[src/hw/pie_map.svh]
// register offsets, field positions, reset values of the enable bank
`ifndef PIE_MAP_SVH
`define PIE_MAP_SVH
// byte offsets on the register bus
`define PIE_OFS_EN_A 6'h00
`define PIE_OFS_EN_B 6'h04
`define PIE_OFS_EN_C 6'h08
`define PIE_OFS_CTRL 6'h0c
`define PIE_OFS_STAT 6'h10
`define PIE_OFS_MASK 6'h14
// reset values
`define PIE_EN_RESET 8'h00
`define PIE_CTRL_RESET 2'h0
`define PIE_ST_RESET 3'h0
// control bits
`define PIE_CTRL_GLOBAL_BIT 0
`define PIE_CTRL_PRIO_BIT 1
// second enable register: unimplemented and large-package-only bits
`define PIE_B_UNIMPL_BIT 5
`define PIE_B_CMP_BIT 6
`define PIE_B_ECC_BIT 0
// can enable bits with mode dependent meaning
`define PIE_C_TXB1_BIT 3
`define PIE_C_TXB0_BIT 2
`define PIE_C_RXB0_BIT 0
// status bits: rising edge of each request line
`define PIE_ST_PERIPH_BIT 0
`define PIE_ST_HIGH_BIT 1
`define PIE_ST_LOW_BIT 2
`define PIE_ST_WIDTH 3
`endif

[src/hw/pie_pkg.sv]
// types shared by the enable bank
package pie_pkg;
    // can controller operating mode
    typedef enum logic [1:0] {
        PIE_CAN_MODE0 = 2'h0,
        PIE_CAN_MODE1 = 2'h1,
        PIE_CAN_MODE2 = 2'h2
    } pie_can_mode_type;
    // bus slave states, one-hot
    typedef enum logic [1:0] {
        PIE_IDLE = 2'b01,
        PIE_ACK = 2'b10
    } pie_bus_state_type;
endpackage

[src/hw/pie_enable_reg.sv]
// one software-written register with a mask of implemented bits
`timescale 1ns/1ns
module pie_enable_reg #(
    parameter int WIDTH = 8,
    parameter logic [WIDTH-1:0] IMPL = '1,
    parameter logic [WIDTH-1:0] RESET = '0
) (
    // clock and reset
    input wire logic clk,
    input wire logic rst,
    // write side
    input wire logic wr_en,
    input wire logic [WIDTH-1:0] wr_data,
    // stored value
    output logic [WIDTH-1:0] value
);
    // unimplemented bits never store a one, so they read zero
    always_ff @(posedge clk) begin
        if (rst) begin
            value <= RESET & IMPL;
        end else if (wr_en) begin
            value <= wr_data & IMPL;
        end
    end
endmodule

[src/hw/pie_status.sv]
// sticky event bits, cleared by a read, set winning over clear
`timescale 1ns/1ns
module pie_status #(
    parameter int WIDTH = 3
) (
    // clock and reset
    input wire logic clk,
    input wire logic rst,
    // one-cycle event pulses
    input wire logic [WIDTH-1:0] set,
    // read strobe of the status register
    input wire logic clr,
    // sticky bits
    output logic [WIDTH-1:0] status
);
    // next value: clear first, then any new event on top
    logic [WIDTH-1:0] next_status;
    assign next_status = (clr ? '0 : status) | set;

    always_ff @(posedge clk) begin
        if (rst) begin
            status <= '0;
        end else begin
            status <= next_status;
        end
    end
endmodule

[src/hw/pie_bank.sv]
// peripheral interrupt enable bank with avalon-mm register access
`timescale 1ns/1ns
`include "pie_map.svh"
module pie_bank #(
    // one for the larger package, zero for the smaller one
    parameter bit LARGE_PACKAGE = 1'b1
) (
    // clock and reset
    input wire logic CLK,
    input wire logic RST,
    // avalon-mm slave
    input wire logic [5:0] AVS_ADDRESS,
    input wire logic AVS_READ,
    input wire logic AVS_WRITE,
    input wire logic [31:0] AVS_WRITEDATA,
    input wire logic [3:0] AVS_BYTEENABLE,
    output logic [31:0] AVS_READDATA,
    output logic AVS_WAITREQUEST,
    // peripheral flag sources
    input wire logic [7:0] FLAGS_A,
    input wire logic [7:0] FLAGS_B,
    input wire logic [7:0] FLAGS_C,
    // per-source priority bits, one means high
    input wire logic [7:0] PRIO_A,
    input wire logic [7:0] PRIO_B,
    input wire logic [7:0] PRIO_C,
    // operating mode of the can controller
    input wire pie_pkg::pie_can_mode_type CAN_MODE,
    // requests toward the core
    output logic PERIPH_REQ,
    output logic HIGH_REQ,
    output logic LOW_REQ,
    // interrupt of the bank itself
    output logic IRQ
);
    import pie_pkg::*;

    // =========================================================
    // bus slave
    // =========================================================
    // state of the slave
    pie_bus_state_type state;
    // next state
    pie_bus_state_type next_state;
    // a request is pending on the bus
    logic req;
    // request accepted at this edge
    logic take;
    // low byte lane enabled
    logic lane0;
    // write strobes per register
    logic wr_a;
    logic wr_b;
    logic wr_c;
    logic wr_ctrl;
    logic wr_mask;
    // read of the status register, clears it
    logic rd_stat;
    // read data mux
    logic [31:0] rd_mux;

    assign req = AVS_READ | AVS_WRITE;
    // first edge of a request: answer prepared, waitrequest dropped
    assign take = req && (state == PIE_IDLE);
    assign lane0 = AVS_BYTEENABLE[0];
    // writes land at the edge where waitrequest is seen low
    assign wr_a = AVS_WRITE && (state == PIE_ACK) && lane0 && (AVS_ADDRESS == `PIE_OFS_EN_A);
    assign wr_b = AVS_WRITE && (state == PIE_ACK) && lane0 && (AVS_ADDRESS == `PIE_OFS_EN_B);
    assign wr_c = AVS_WRITE && (state == PIE_ACK) && lane0 && (AVS_ADDRESS == `PIE_OFS_EN_C);
    assign wr_ctrl = AVS_WRITE && (state == PIE_ACK) && lane0 && (AVS_ADDRESS == `PIE_OFS_CTRL);
    assign wr_mask = AVS_WRITE && (state == PIE_ACK) && lane0 && (AVS_ADDRESS == `PIE_OFS_MASK);
    // cleared as its data is captured, so no event slips between
    assign rd_stat = AVS_READ && take && (AVS_ADDRESS == `PIE_OFS_STAT);

    // next state: one wait cycle, then a one-cycle answer
    always_comb begin
        case (state)
            PIE_IDLE: begin
                next_state = req ? PIE_ACK : PIE_IDLE;
            end
            PIE_ACK: begin
                next_state = PIE_IDLE;
            end
            default: begin
                next_state = PIE_IDLE;
            end
        endcase
    end

    // state, waitrequest and read data registers
    always_ff @(posedge CLK) begin
        if (RST) begin
            state <= PIE_IDLE;
            AVS_WAITREQUEST <= 1'b1;
            AVS_READDATA <= 32'h0;
        end else begin
            state <= next_state;
            AVS_WAITREQUEST <= !take;
            if (take && AVS_READ) begin
                AVS_READDATA <= rd_mux;
            end
        end
    end

    // =========================================================
    // enable and control registers
    // =========================================================
    // stored enables
    logic [7:0] en_a;
    logic [7:0] en_b;
    logic [7:0] en_c;
    // control: global enable and priority scheme
    logic [1:0] ctrl;
    // status mask
    logic [`PIE_ST_WIDTH-1:0] st_mask;
    // implemented bits of the second register
    localparam logic [7:0] IMPL_B = ~(8'h01 << `PIE_B_UNIMPL_BIT)
        & ~(LARGE_PACKAGE ? 8'h00 : ((8'h01 << `PIE_B_CMP_BIT) | (8'h01 << `PIE_B_ECC_BIT)));

    // each register but the second stores all that software writes
    pie_enable_reg #(.WIDTH(8), .IMPL(8'hff), .RESET(`PIE_EN_RESET)) u_en_a (
        .clk(CLK),
        .rst(RST),
        .wr_en(wr_a),
        .wr_data(AVS_WRITEDATA[7:0]),
        .value(en_a)
    );

    // bit 5 never stores, reads zero
    // comparator and enhanced capture bits need large package
    pie_enable_reg #(.WIDTH(8), .IMPL(IMPL_B), .RESET(`PIE_EN_RESET)) u_en_b (
        .clk(CLK),
        .rst(RST),
        .wr_en(wr_b),
        .wr_data(AVS_WRITEDATA[7:0]),
        .value(en_b)
    );

    // can enables, stored whole; the mode masks them below
    pie_enable_reg #(.WIDTH(8), .IMPL(8'hff), .RESET(`PIE_EN_RESET)) u_en_c (
        .clk(CLK),
        .rst(RST),
        .wr_en(wr_c),
        .wr_data(AVS_WRITEDATA[7:0]),
        .value(en_c)
    );

    // control register
    pie_enable_reg #(.WIDTH(2), .IMPL(2'h3), .RESET(`PIE_CTRL_RESET)) u_ctrl (
        .clk(CLK),
        .rst(RST),
        .wr_en(wr_ctrl),
        .wr_data(AVS_WRITEDATA[1:0]),
        .value(ctrl)
    );

    // status mask register
    pie_enable_reg #(.WIDTH(`PIE_ST_WIDTH), .IMPL(3'h7), .RESET(`PIE_ST_RESET)) u_mask (
        .clk(CLK),
        .rst(RST),
        .wr_en(wr_mask),
        .wr_data(AVS_WRITEDATA[`PIE_ST_WIDTH-1:0]),
        .value(st_mask)
    );

    // =========================================================
    // can mode masking
    // =========================================================
    // mode 0 uses all bits as stored
    logic mode_zero;
    // mode 1: bit 0 has no meaning
    logic mode_one;
    // bits that exist in the current mode
    logic [7:0] can_keep;
    // effective can enables
    logic [7:0] can_eff;

    assign mode_zero = (CAN_MODE == PIE_CAN_MODE0);
    assign mode_one = (CAN_MODE == PIE_CAN_MODE1);
    // buffer 1 and 0 enables forced low outside mode 0
    // bit 0 unimplemented in mode 1
    // stored bits are kept so a return to mode 0 restores them
    assign can_keep = ~((mode_zero ? 8'h00 : (8'h01 << `PIE_C_TXB1_BIT))
        | (mode_zero ? 8'h00 : (8'h01 << `PIE_C_TXB0_BIT))
        | (mode_one ? (8'h01 << `PIE_C_RXB0_BIT) : 8'h00));
    assign can_eff = en_c & can_keep;

    // =========================================================
    // gating and request forming
    // =========================================================
    // unit flags passed by their enables
    logic [7:0] act_a;
    logic [7:0] act_b;
    logic [7:0] act_c;
    // global enable and priority scheme
    logic gpe;
    logic prio_on;
    // any enabled source
    logic any_act;
    // any enabled high or low priority source
    logic any_high;
    logic any_low;
    // next values of the request outputs
    logic next_periph;
    logic next_high;
    logic next_low;
    assign gpe = ctrl[`PIE_CTRL_GLOBAL_BIT];
    assign prio_on = ctrl[`PIE_CTRL_PRIO_BIT];
    // bits 6..3 gate converter and serial sources
    // bits 2..0 gate capture and timer sources
    assign act_a = FLAGS_A & en_a;
    // bits 7,6,4,3 gate oscillator to collision
    // bits 2..0 gate voltage, timer, capture
    assign act_b = FLAGS_B & en_b;
    // top three bits gate in every mode
    // bit 4 gates one or all tx buffers
    // bit 1 gates one or all rx buffers
    assign act_c = FLAGS_C & can_eff;
    // or over all flag and enable pairs
    assign any_act = |{act_a, act_b, act_c};
    // priority bits only split requests with the scheme on
    assign any_high = |({act_a, act_b, act_c} & {PRIO_A, PRIO_B, PRIO_C});
    assign any_low = |({act_a, act_b, act_c} & ~{PRIO_A, PRIO_B, PRIO_C});
    assign next_high = prio_on && any_high;
    assign next_low = prio_on && any_low;
    // single-level scheme needs the global enable
    assign next_periph = !prio_on && gpe && any_act;

    // registered requests toward the core
    always_ff @(posedge CLK) begin
        if (RST) begin
            PERIPH_REQ <= 1'b0;
            HIGH_REQ <= 1'b0;
            LOW_REQ <= 1'b0;
        end else begin
            PERIPH_REQ <= next_periph;
            HIGH_REQ <= next_high;
            LOW_REQ <= next_low;
        end
    end

    // =========================================================
    // event status and bank interrupt
    // =========================================================
    // rising edge of each request output
    logic [`PIE_ST_WIDTH-1:0] ev;
    // sticky status
    logic [`PIE_ST_WIDTH-1:0] status;
    assign ev[`PIE_ST_PERIPH_BIT] = next_periph && !PERIPH_REQ;
    assign ev[`PIE_ST_HIGH_BIT] = next_high && !HIGH_REQ;
    assign ev[`PIE_ST_LOW_BIT] = next_low && !LOW_REQ;
    // sticky bits, read clears, new event wins
    pie_status #(.WIDTH(`PIE_ST_WIDTH)) u_status (
        .clk(CLK),
        .rst(RST),
        .set(ev),
        .clr(rd_stat),
        .status(status)
    );

    // level output while an unmasked bit is set
    always_ff @(posedge CLK) begin
        if (RST) begin
            IRQ <= 1'b0;
        end else begin
            IRQ <= |(status & st_mask);
        end
    end

    // =========================================================
    // read data selection
    // =========================================================
    // unmapped offsets read zero, writes to them are dropped
    assign rd_mux = (AVS_ADDRESS == `PIE_OFS_EN_A) ? {24'h0, en_a} :
        (AVS_ADDRESS == `PIE_OFS_EN_B) ? {24'h0, en_b} :
        (AVS_ADDRESS == `PIE_OFS_EN_C) ? {24'h0, can_eff} :
        (AVS_ADDRESS == `PIE_OFS_CTRL) ? {30'h0, ctrl} :
        (AVS_ADDRESS == `PIE_OFS_STAT) ? {29'h0, status} :
        (AVS_ADDRESS == `PIE_OFS_MASK) ? {29'h0, st_mask} : 32'h0;
endmodule

[config.mk]
export PLATFORM = sky130hd
export DESIGN_NAME = pie_bank
export DESIGN_NICKNAME = d
export VERILOG_FILES = /design/src/hw/pie_pkg.sv /design/src/hw/pie_enable_reg.sv /design/src/hw/pie_status.sv /design/src/hw/pie_bank.sv
export VERILOG_INCLUDE_DIRS = /design/src /design/src/hw
export SDC_FILE = /design/constraint.sdc
export NUM_CORES = 1
export LEC_CHECK = 0
export BUFFER_PORTS_ARGS = -buffer_cell sky130_fd_sc_hd__buf_4
export CAP_MARGIN = 30
export CORE_MARGIN = 5
export CORE_UTILIZATION = 45
export CTS_CLUSTER_SIZE = 8
export DETAILED_ROUTE_END_ITERATION = 10
export GPL_TIMING_DRIVEN = 0
export HOLD_SLACK_MARGIN = 0.08
export PLACE_DENSITY_LB_ADDON = 0.1
export REMOVE_ABC_BUFFERS = 1
export SKIP_CTS_REPAIR_TIMING = 1
export SYNTH_ARGS = -nofsm -noshare
export SYNTH_HDL_FRONTEND = slang
export SYNTH_SLANG_ARGS = --single-unit
[constraint.sdc]
create_clock -name CLK -period 2.39 [get_ports CLK]
set_input_delay 0.478 -clock CLK [delete_from_list [all_inputs] [get_ports CLK]]
set_output_delay 0.478 -clock CLK [all_outputs]
set_load 0.03 [all_outputs]
# [Word-level counts from Yosys, hierarchy flattened]
# Cells that the tools add are included.
[totals] reg_bits=70 inputBits=96
[classes] eq_ne=8 mux=11 bitwise=14 reduce_logical=29
[ops] operator="OR reduction 24 bit" n=3
[ops] operator="AND 24 bit" n=2
[ops] operator="AND 8 bit" n=4
[ops] operator="2-to-1 mux 8 bit" n=3
[ops] operator="NOT 24 bit" n=1
[ops] operator="logical AND 1 bit" n=17
[ops] operator="2-to-1 mux 3 bit" n=5
[ops] operator="== test 6 x 4 -> 1 bit (second input constant)" n=2
[ops] operator="== test 6 x 5 -> 1 bit (second input constant)" n=2
[ops] operator="NOT 4 -> 8 bit" n=1
[ops] operator="== test 6 x 3 -> 1 bit (second input constant)" n=1
[ops] operator="logical NOT 6 bit" n=1
[ops] operator="logical NOT 1 bit" n=5
[ops] operator="== test 2 x 1 -> 1 bit (second input constant)" n=2
[ops] operator="2-to-1 mux 4 bit" n=1
[ops] operator="bitwise OR 4 x 1 -> 4 bit" n=1
[ops] operator="bitwise OR 4 x 3 -> 4 bit" n=1
[ops] operator="AND 3 bit" n=1
[ops] operator="bitwise OR 3 bit" n=1
[ops] operator="OR reduction 3 bit" n=1
[ops] operator="== test 2 bit (second input constant)" n=1
[ops] operator="logical NOT 2 bit" n=1
[ops] operator="2-to-1 mux 2 bit" n=1
[ops] operator="OR reduction 2 bit" n=1
[ops] operator="3 further kinds" n=3

# [Logic depth before layout (Yosys ltp)]
# Gate-level depths: netlist (run 1).
[depth] word_depth=12 ltp_mapped=7 mapped_depth_nobuf=5

# [Modules after synthesis]
# Synthesis (run 1) repeated with hierarchy kept, for this count alone.
[unflattened] hier_cells=318 hier_area_um2=2718.9
[by_module_without_submodules] module="pie_bank" n_inst=1 cells_per_inst=215 area_per_inst_um2=1615.3 seq_area_each_um2=300.3
[by_module_without_submodules] module="pie_enable_reg at u_en_a ..." n_inst=2 cells_per_inst=26 area_per_inst_um2=285.3 seq_area_each_um2=160.2
[by_module_without_submodules] module="pie_enable_reg at u_en_b" n_inst=1 cells_per_inst=24 area_per_inst_um2=259.0 seq_area_each_um2=140.1
[by_module_without_submodules] module="pie_status" n_inst=1 cells_per_inst=12 area_per_inst_um2=105.1 seq_area_each_um2=60.1
[by_module_without_submodules] module="pie_enable_reg at u_mask" n_inst=1 cells_per_inst=9 area_per_inst_um2=101.3 seq_area_each_um2=60.1
[by_module_without_submodules] module="pie_enable_reg at u_ctrl" n_inst=1 cells_per_inst=6 area_per_inst_um2=67.6 seq_area_each_um2=40.0

# [Least setup slack after synthesis (run 1)]
# OpenSTA, ideal clock, no wires.
[synth_path] path_kind="input to register" start="input AVS_ADDRESS[2]" end="register AVS_READDATA[2]" setup_ns=0.132 t_arrival_ns=1.738 t_required_ns=2.258 setup_slack_ns=0.520 stages=6 path_cell_list="buf_6 -> or4_4 -> or3_1 -> o21ai_0 -> a21o_1 -> a21oi_1"
[synth_between] elab_chain_cells=7 elab_cells_between_ends=12
[synth_lines] element="start, declared" line_no="pie_bank.sv:12" rtl="input wire logic [5:0] AVS_ADDRESS,"
[synth_lines] element="== test 6 x 5 -> 1 bit (no source line)"
[synth_lines] element="2-to-1 mux 3 bit" line_no="pie_bank.sv:279" rtl="(AVS_ADDRESS == `PIE_OFS_MASK) ? {29'h0, st_mask} : 32'h0;"
[synth_lines] element="2-to-1 mux 3 bit" line_no="pie_bank.sv:278" rtl="(AVS_ADDRESS == `PIE_OFS_STAT) ? {29'h0, status} :"
[synth_lines] element="2-to-1 mux 3 bit" line_no="pie_bank.sv:277" rtl="(AVS_ADDRESS == `PIE_OFS_CTRL) ? {30'h0, ctrl} :"
[synth_lines] element="2-to-1 mux 8 bit" line_no="pie_bank.sv:276" rtl="(AVS_ADDRESS == `PIE_OFS_EN_C) ? {24'h0, can_eff} :"
[synth_lines] element="2-to-1 mux 8 bit" line_no="pie_bank.sv:275" rtl="(AVS_ADDRESS == `PIE_OFS_EN_B) ? {24'h0, en_b} :"
[synth_lines] element="2-to-1 mux 8 bit (*)" line_no="pie_bank.sv:274" rtl="assign rd_mux = (AVS_ADDRESS == `PIE_OFS_EN_A) ? {24'h0, en_a} :"
[synth_lines] element="end signal, assigned" line_no="pie_bank.sv:100" rtl="AVS_READDATA <= rd_mux;"
[synth_lines] element="end, declared" line_no="pie_bank.sv:17" rtl="output logic [31:0] AVS_READDATA,"
# Every way passes the cells marked *; elsewhere a longest branch is shown, timed or not.
# A chain may end at the register's enable or synchronous reset.

# [Worst setup path after layout (run 1)]
[layout_path] start="input AVS_ADDRESS[5]" end="register u_en_b.value[7]"
[layout_between] elab_chain_cells=2
[layout_lines] element="== test 6 x 3 -> 1 bit (no source line)"
[layout_lines] element="logical AND 1 bit" line_no="pie_bank.sv:68" rtl="assign wr_b = AVS_WRITE && (state == PIE_ACK) && lane0 && (AVS_ADDRESS == `PIE_OFS_EN_B);"
[layout_lines] element="end signal, assigned" line_no="pie_enable_reg.sv:20" rtl="value <= RESET & IMPL;"
[layout_lines] element="end signal, assigned" line_no="pie_enable_reg.sv:22" rtl="value <= wr_data & IMPL;"
[layout_lines] element="end, declared" line_no="pie_enable_reg.sv:15" rtl="output logic [WIDTH-1:0] value"
# Every way passes these cells.

==> metrics.md, run 1 <==
| Metric | Value |
|---|---|
| Worst-Margin Slew | `804 ps` |
| CP endpoint kind | `flip-flop` |
| Core Box Area | `5510 sq um` |
| Post-synthesis cell count | `324` |
| Max-slew violations | `0` |
| Fin util | `57.5%` |
| Synth Area in Adders | `0%` |
| Initial antenna violation count | `0` |
| 1st-iter DRT viols | `225` |
| Synthesized cell area | `2540 sq um` |
| Clock Skew | `6.40 ps` |
| Pre-antenna DRT Iters | `6` |
| Max FO, Critical Path | `14` |
| CTS H-tree depth | `2` |
| Detail Placement HPWL | `6410 microns` |
| Status | `finished clean` |
| Clk_lat worst skew | `300 ps` |
| PD cells | `490 nW/um^2` |
| Hold Crit Class | `input pin to flip-flop` |
| Initial core utilization | `46.2%` |
| Layout cell share with drive strength beyond 1 | `24.7%` |
| Asr flop ratio synth | `0%` |
| Final Wtd Congestion | `0.971` |
| DRC viols | `0` |
| Synth Area in Compound Gates | `19.0%` |
| Final Critical Period | `2220 ps` |
| Final worst path period share | `92.8%` |
| Die H | `85.2 microns` |
| TritonCTS clock tree | `done` |
| Clock transition at path regs | `90 ps` |
| LEAKAGE | `1.27 nW` |
| Deepest clock path buffer count | `2` |
| Most used DFF post-synth | `dfxtp_1` |
| Crit-path cells | `buf_4, nor4_2, and3b_1, nand2_1, nand2_1, a21oi_1` |
| Simple-gate share of the synthesized area | `30.7%` |
| Nets | `492` |
| Startpoint Class | `input pin` |
| Vias | `2702` |
| Critical path class | `input pin to flip-flop` |
| Post-synth cell types | `44` |
| F_max | `0.451 GHz` |
| Req. time, crit path | `2560 ps` |
| Number of buffers created by CTS | `5` |
| Commonest non-fill, non-tap cell in the layout | `buf_4` |
| Cell accounting for the most synthesized area | `dfxtp_1` |
| Clock Sinks | `46` |
| Main combinational cell family by area after synthesis | `simple AND/OR/NAND/NOR gates` |
| Post-route setup TNS | `0 ps` |
| Register area share after synthesis | `36.2%` |
| Die area | `7260 sq um` |
| Vias/cell | `5.76` |
| Total number of yosys warnings | `0` |
| CP arrival | `2390 ps` |
| Total Wirelength | `8170 microns` |
| Final Hold Vio Count | `0` |
| Synth Area per Inst | `7.85 sq um` |
| Peak VDD IR | `253 uV` |
| Top cells by area, synth | `dfxtp_1 (36%), nand3_1 (9.0%), nand2_1 (7.8%), buf_4 (7.7%), a21oi_1 (5.7%)` |
| Root Driver | `clkbuf_8` |
| FF+latch count, synth | `46` |
| Cell family with most CP delay | `simple AND/OR/NAND/NOR gates` |
| Vias in the first global route | `2525` |
| CP bufs+invs | `1` |
| Critical path's slowest cell | `and3b_1` |
| Hold WS | `383 ps` |
| Largest stage delay on the critical path | `670 ps` |
| Total GRT Usage | `22.2%` |
| Max-Cap Viols | `0` |
| Yosys top cell area share | `36.2%` |
| Rows | `27` |
| Layout area overhead | `24.3%` |
| GRT overflow | `0` |
| DR WL/cell | `17.4 microns` |
| Post-synthesis xor/xnor area fraction | `0%` |
| Fillers | `539` |
| Most used cell, CP | `nand2_1` |
| Die Width | `85.2 microns` |
| Top Ports | `133` |
| Multiplexer share of the synthesized area | `2.85%` |
| Final ANT Viol Nets | `0` |
| Final Setup Violations | `0` |
| RSZ-0062 raised after global routing | `no` |
| EDFF count, synth | `0` |
| Largest net degree at the start of global routing | `42` |
| Slew headroom | `46.2%` |
| Global-route wire length before repair | `12800 microns` |
| # diodes | `0` |
| Most frequent cells in the layout | `buf_4 (79), nand2_1 (53), dfxtp_1 (46), nand3_1 (46), a21oi_1 (29)` |
| PortBufs | `79` |
## cells by family (layout without fill, tap and decap cells)
family | Yosys count | count (layout)
AO/OA/AOI/OAI | 71 | 71
buffers and inverters | 45 | 95
flip-flops | 46 | 46
multiplexers | 7 | 7
other | 1 | 24
AND/OR/NAND/NOR | 154 | 154
## where the power goes
| group | total (mW) | leakage, nW | internal [mW] | switching [mW] |
|---|---|---|---|---|
| clock network | 0.501 | 0.0482 | 0.234 | 0.267 |
| logic | 0.266 | 0.854 | 0.102 | 0.164 |
| registers | 0.785 | 0.372 | 0.778 | 0.00646 |
## state kept, by name (all words and copies together), names as in the netlist
register and count:
u_en_b.value 7, u_en_a.value 8, LOW_REQ 1, IRQ 1
u_en_c.value 8, HIGH_REQ 1, state 2, u_ctrl.value 2
PERIPH_REQ 1, u_mask.value 3, AVS_READDATA 8, u_status.status 3
AVS_WAITREQUEST 1
## cell usage after synthesis, types with 2 or more instances
library cell and number:
nand2_1 53, dfxtp_1 46, nand3_1 46, a21oi_1 29, buf_4 26, nor2_1 16
nand4_1 11, clkbuf_1 8, o22ai_1 8, inv_1 7, a211oi_1 6, nor4_1 6
mux2i_1 5, o21ai_0 5, a222oi_1 4, nand2b_1 4, nand3b_1 4, a2111oi_0 3
a22o_1 3, a21o_1 2, a221oi_1 2, a221oi_2 2, a32o_1 2, and2_1 2
and3b_1 2, buf_2 2, buf_6 2, mux2_2 2
## path summary, 6_finish.rpt
path | startpoint | to | slack, ps | cells after the start
max | AVS_ADDRESS[5] | u_en_b.value[7]$_SDFFE_PP0P_ | 170 | 6
min | AVS_WRITE | AVS_WAITREQUEST$_SDFF_PP1_ | 380 | 2
max reg2reg | state[1]$_SDFF_PP0_ | AVS_READDATA[2]$_SDFFE_PP0P_ | 610 | 5
min reg2reg | AVS_READDATA[1]$_SDFFE_PP0P_ | AVS_READDATA[1]$_SDFFE_PP0P_ | 470 | 2
## through the flow
stage | std cells | total power, mW | worst slack, ps | instance area [sq um]
after floorplan | 309 | 0.912 | 431 | 2370
after global placement | 460 | 1.06 | -189 | 3060
after detailed placement | 461 | 1.07 | -187 | 3070
after CTS | 469 | 1.56 | 133 | 3160
after global routing | 469 | 1.61 | 63.1 | 3160
final | 469 | 1.55 | 172 | 3160
## cell type report
type                            count  area [sq um]  area share (%)
Clock inverter                      1          5.00           0.158
Sequential cell                    46           921            29.1
Tap cell                           72          90.1            2.85
Inverter                            7          26.3           0.830
Clock buffer                        7          86.3            2.73
Timing Repair Buffer               80           608            19.2
Multi-Input combinational cell    256          1430            45.1
## per-layer routing
layer | GRT usage, % | up-vias | wire length [microns]
met2 | 34.6 | 166 | 3760
met3 | 5.15 | 21 | 861
met5 | 0 | - | 0
met1 | 29.7 | 1229 | 3310
met4 | 8.20 | 0 | 226
li1 | - | 1286 | -
(Power assumes the default switching activity.)
==> inputs of run 2 (changes only) <==
--- a/config.mk
+++ b/config.mk
@@ -6,10 +6,11 @@
 export SDC_FILE = /design/constraint.sdc
 export NUM_CORES = 1
 export LEC_CHECK = 0
+export ABC_AREA = 1
 export BUFFER_PORTS_ARGS = -buffer_cell sky130_fd_sc_hd__buf_4
 export CAP_MARGIN = 30
 export CORE_MARGIN = 5
-export CORE_UTILIZATION = 45
+export CORE_UTILIZATION = 42
 export CTS_CLUSTER_SIZE = 8
 export DETAILED_ROUTE_END_ITERATION = 10
 export GPL_TIMING_DRIVEN = 0
==> constraint.sdc (replaced) <==
create_clock -name CLK -period 2 [get_ports CLK]
set_input_delay 0.4 -clock CLK [delete_from_list [all_inputs] [get_ports CLK]]
set_output_delay 0.4 -clock CLK [all_outputs]
set_load 0.03 [all_outputs]
==> run 2 against run 1 <==
Clock power up 69%. Sequential share of layout area down 1.9 points. Flip-flop and latch count unchanged. Hold slack worse by 81 ps. Worst setup slack better by 320 ps. Count of clock-buffer cells in the layout down 1. Critical path depth up 1. Global-route usage down 2.2 points. Die area up 12%. Via count up 5.0%. Routed wire length down 2.1%. Highest routed layer unchanged.
==> metrics.md, run 2 <==
| Metric | Value |
|---|---|
| Deepest clock path buffer count | `2 (unchanged)` |
| DRC viols | `0 (unchanged)` |
| Register area share after synthesis | `34.2% (-1.9 points)` |
| PortBufs | `79 (unchanged)` |
| Req. time, crit path | `2200 ps (-360 ps)` |
| Die Width | `90.0 microns (+5.6%)` |
| CP endpoint kind | `flip-flop` |
| Fillers | `636 (+18%)` |
| Slew headroom | `31.2% (-15 points)` |
| RSZ-0062 raised after global routing | `no` |
| Layout area overhead | `26.1%` |
| Top cells by count, synth | `nor2_1 (82), nand2_1 (78), dfxtp_1 (46)` |
| Clock Sinks | `46 (unchanged)` |
| Vias in the first global route | `2767 (+9.6%)` |
| Initial core utilization | `42.8% (-3.4 points)` |
| Top Ports | `133 (unchanged)` |
| Post-synthesis cell count | `415 (+28%)` |
| Vias | `2837 (+5.0%)` |
| Max-slew violations | `0 (unchanged)` |
| Most used DFF post-synth | `dfxtp_1` |
| Pre-antenna DRT Iters | `4 (-2)` |
| Total number of yosys warnings | `0 (unchanged)` |
| Worst-Margin Slew | `1030 ps (+227 ps)` |
| Final Setup Violations | `0 (unchanged)` |
| Core Box Area | `6280 sq um (+14%)` |
| Clock transition at path regs | `90 ps (about the same)` |
| 1st-iter DRT viols | `175 (-22%)` |
| LEAKAGE | `1.64 nW (+29%)` |
| Synth Area per Inst | `6.48 sq um (-18%)` |
| CP arrival | `1710 ps (-680 ps)` |
| Clk_lat worst skew | `300 ps (about the same)` |
| Number of buffers created by CTS | `5 (unchanged)` |
| FF+latch count, synth | `46 (unchanged)` |
| Tot Pwr | `2.10 mW (+36%)` |
| EDFF count, synth | `0 (unchanged)` |
| Die area | `8100 sq um (+12%)` |
| Vias/cell | `4.97 (-14%)` |
| Global-route wire length before repair | `13300 microns (+4.2%)` |
| Rows | `29 (+7.4%)` |
| Total GRT Usage | `20.0% (-2.2 points)` |
| Largest net degree at the start of global routing | `39 (-7.1%)` |
| Final Wtd Congestion | `0.882 (-9.2%)` |
| GRT overflow | `0 (unchanged)` |
| Largest registers | `AVS_READDATA (8), u_en_a.value (8), u_en_c.value (8)` |
| Critical path class | `flip-flop to flip-flop` |
| F_max | `0.663 GHz` |
| Final Critical Period | `1510 ps` |
| PD cells | `620 nW/um^2 (+27%)` |
| Clock Skew | `9.88 ps (+3.48 ps)` |
| Die H | `90.0 microns (+5.6%)` |
| Startpoint Class | `flip-flop` |
| Final Hold Vio Count | `0 (unchanged)` |
| Detail Placement HPWL | `6400 microns (-0.15%)` |
| Peak VDD IR | `604 uV (+140%)` |
| TritonCTS clock tree | `done` |
| Total Wirelength | `8000 microns (-2.1%)` |
| Layout cell share with drive strength beyond 1 | `22.3% (-2.4 points)` |
| Final ANT Viol Nets | `0 (unchanged)` |
| Initial antenna violation count | `0 (unchanged)` |
| # diodes | `0 (unchanged)` |
| Top cells by area, synth | `dfxtp_1 (34%), nor2_1 (11%), nand2_1 (11%), nand3_1 (8.0%), o21ai_0 (6.7%)` |
| Status | `finished clean` |
| DR WL/cell | `14.0 microns (-20%)` |
| Nets | `589 (+20%)` |
| Count leader, synth | `nor2_1` |
| Commonest non-fill, non-tap cell in the layout | `nor2_1` |
| CTS H-tree depth | `2 (unchanged)` |
| Max-Cap Viols | `0 (unchanged)` |
| Synthesized cell area | `2690 sq um (+5.7%)` |
| Post-route setup TNS | `0 ps (unchanged)` |
| Hold Crit Class | `input pin to flip-flop` |
| Most frequent cells in the layout | `nor2_1 (82), buf_4 (79), nand2_1 (78)` |
| Asr flop ratio synth | `0% (unchanged)` |
| Final worst path period share | `75.4%` |
| Yosys top cell area share | `34.2% (-1.9 points)` |
| Max FO, Critical Path | `12 (-2)` |
| Post-synth cell types | `28 (-36%)` |
| Root Driver | `clkbuf_8` |
| Cell accounting for the most synthesized area | `dfxtp_1` |
run 2: final cells by class:
class | instances | area, sq um | area share, %
multi-input combinational | 319 | 1480 | 43.6
sequential | 46 | 921 | 27.2
timing repair buffer | 79 | 593 | 17.5
inverter | 42 | 158 | 4.65
tap | 77 | 96.3 | 2.84
clock buffer | 6 | 82.6 | 2.44
clock inverter | 2 | 60.1 | 1.77
run 2: through the flow:
stage          worst slack (ps)  cell area, sq um  util (%)  hold WS, ps  std cells
6_report                    492              3390      54.0          302        571
5_1_grt                     282              3390      54.0          317        571
4_1_cts                     461              3390      54.0          298        571
3_5_place_dp                211              3250      51.7          453        563
3_3_place_gp                214              3250      51.7          439        563
2_1_floorplan               685              2560         -          444        407
run 2: worst paths after layout:
kind / from / end / slack, ps / depth (start not counted)
worst max-delay path: state[0]$_SDFF_PP1_ / AVS_READDATA[5]$_SDFFE_PP0P_ / 490 / 7
worst min-delay path: RST / AVS_READDATA[0]$_SDFFE_PP0P_ / 300 / 2
worst max register to register: state[0]$_SDFF_PP1_ / AVS_READDATA[5]$_SDFFE_PP0P_ / 490 / 7
worst min register to register: PERIPH_REQ$_SDFF_PP0_ / u_status.status[0]$_SDFF_PP0_ / 460 / 1
run 2: cells by family (layout without fill, tap and decap cells):
group                  Yosys count  count (layout)  share of synthesized area, %
buffers and inverters           73             129                          14.0
AOI/OAI and AO/OA               71              71                          14.7
and+or+nand+nor                224             224                          37.0
other                            1              24                         0.139
DFF                             46              46                          34.2
run 2: critical path, stage by stage (launching register included):
cell	delay (ps)
dfxtp_1	310
inv_1	60
nor2_1	110
nand2_1	320
inv_1	300
nand3_1	130
o211ai_1	110
inv_1	60
run 2: layer usage:
| layer | vias to the layer above | part of all wire (%) | GRT usage (%) | wire [microns] |
|---|---|---|---|---|
| li1 | 1459 | - | - | - |
| met5 | - | 0 | 0 | 0 |
| met3 | 10 | 8.4 | 4.42 | 674 |
| met1 | 1254 | 45 | 26.2 | 3560 |
| met2 | 114 | 45 | 32.6 | 3630 |
| met4 | 0 | 1.6 | 6.08 | 127 |
run 2: power by group:
group | total, mW | internal (mW) | switching [mW]
combinational | 0.318 | 0.121 | 0.197
sequential | 0.937 | 0.930 | 0.00714
clock | 0.848 | 0.533 | 0.315
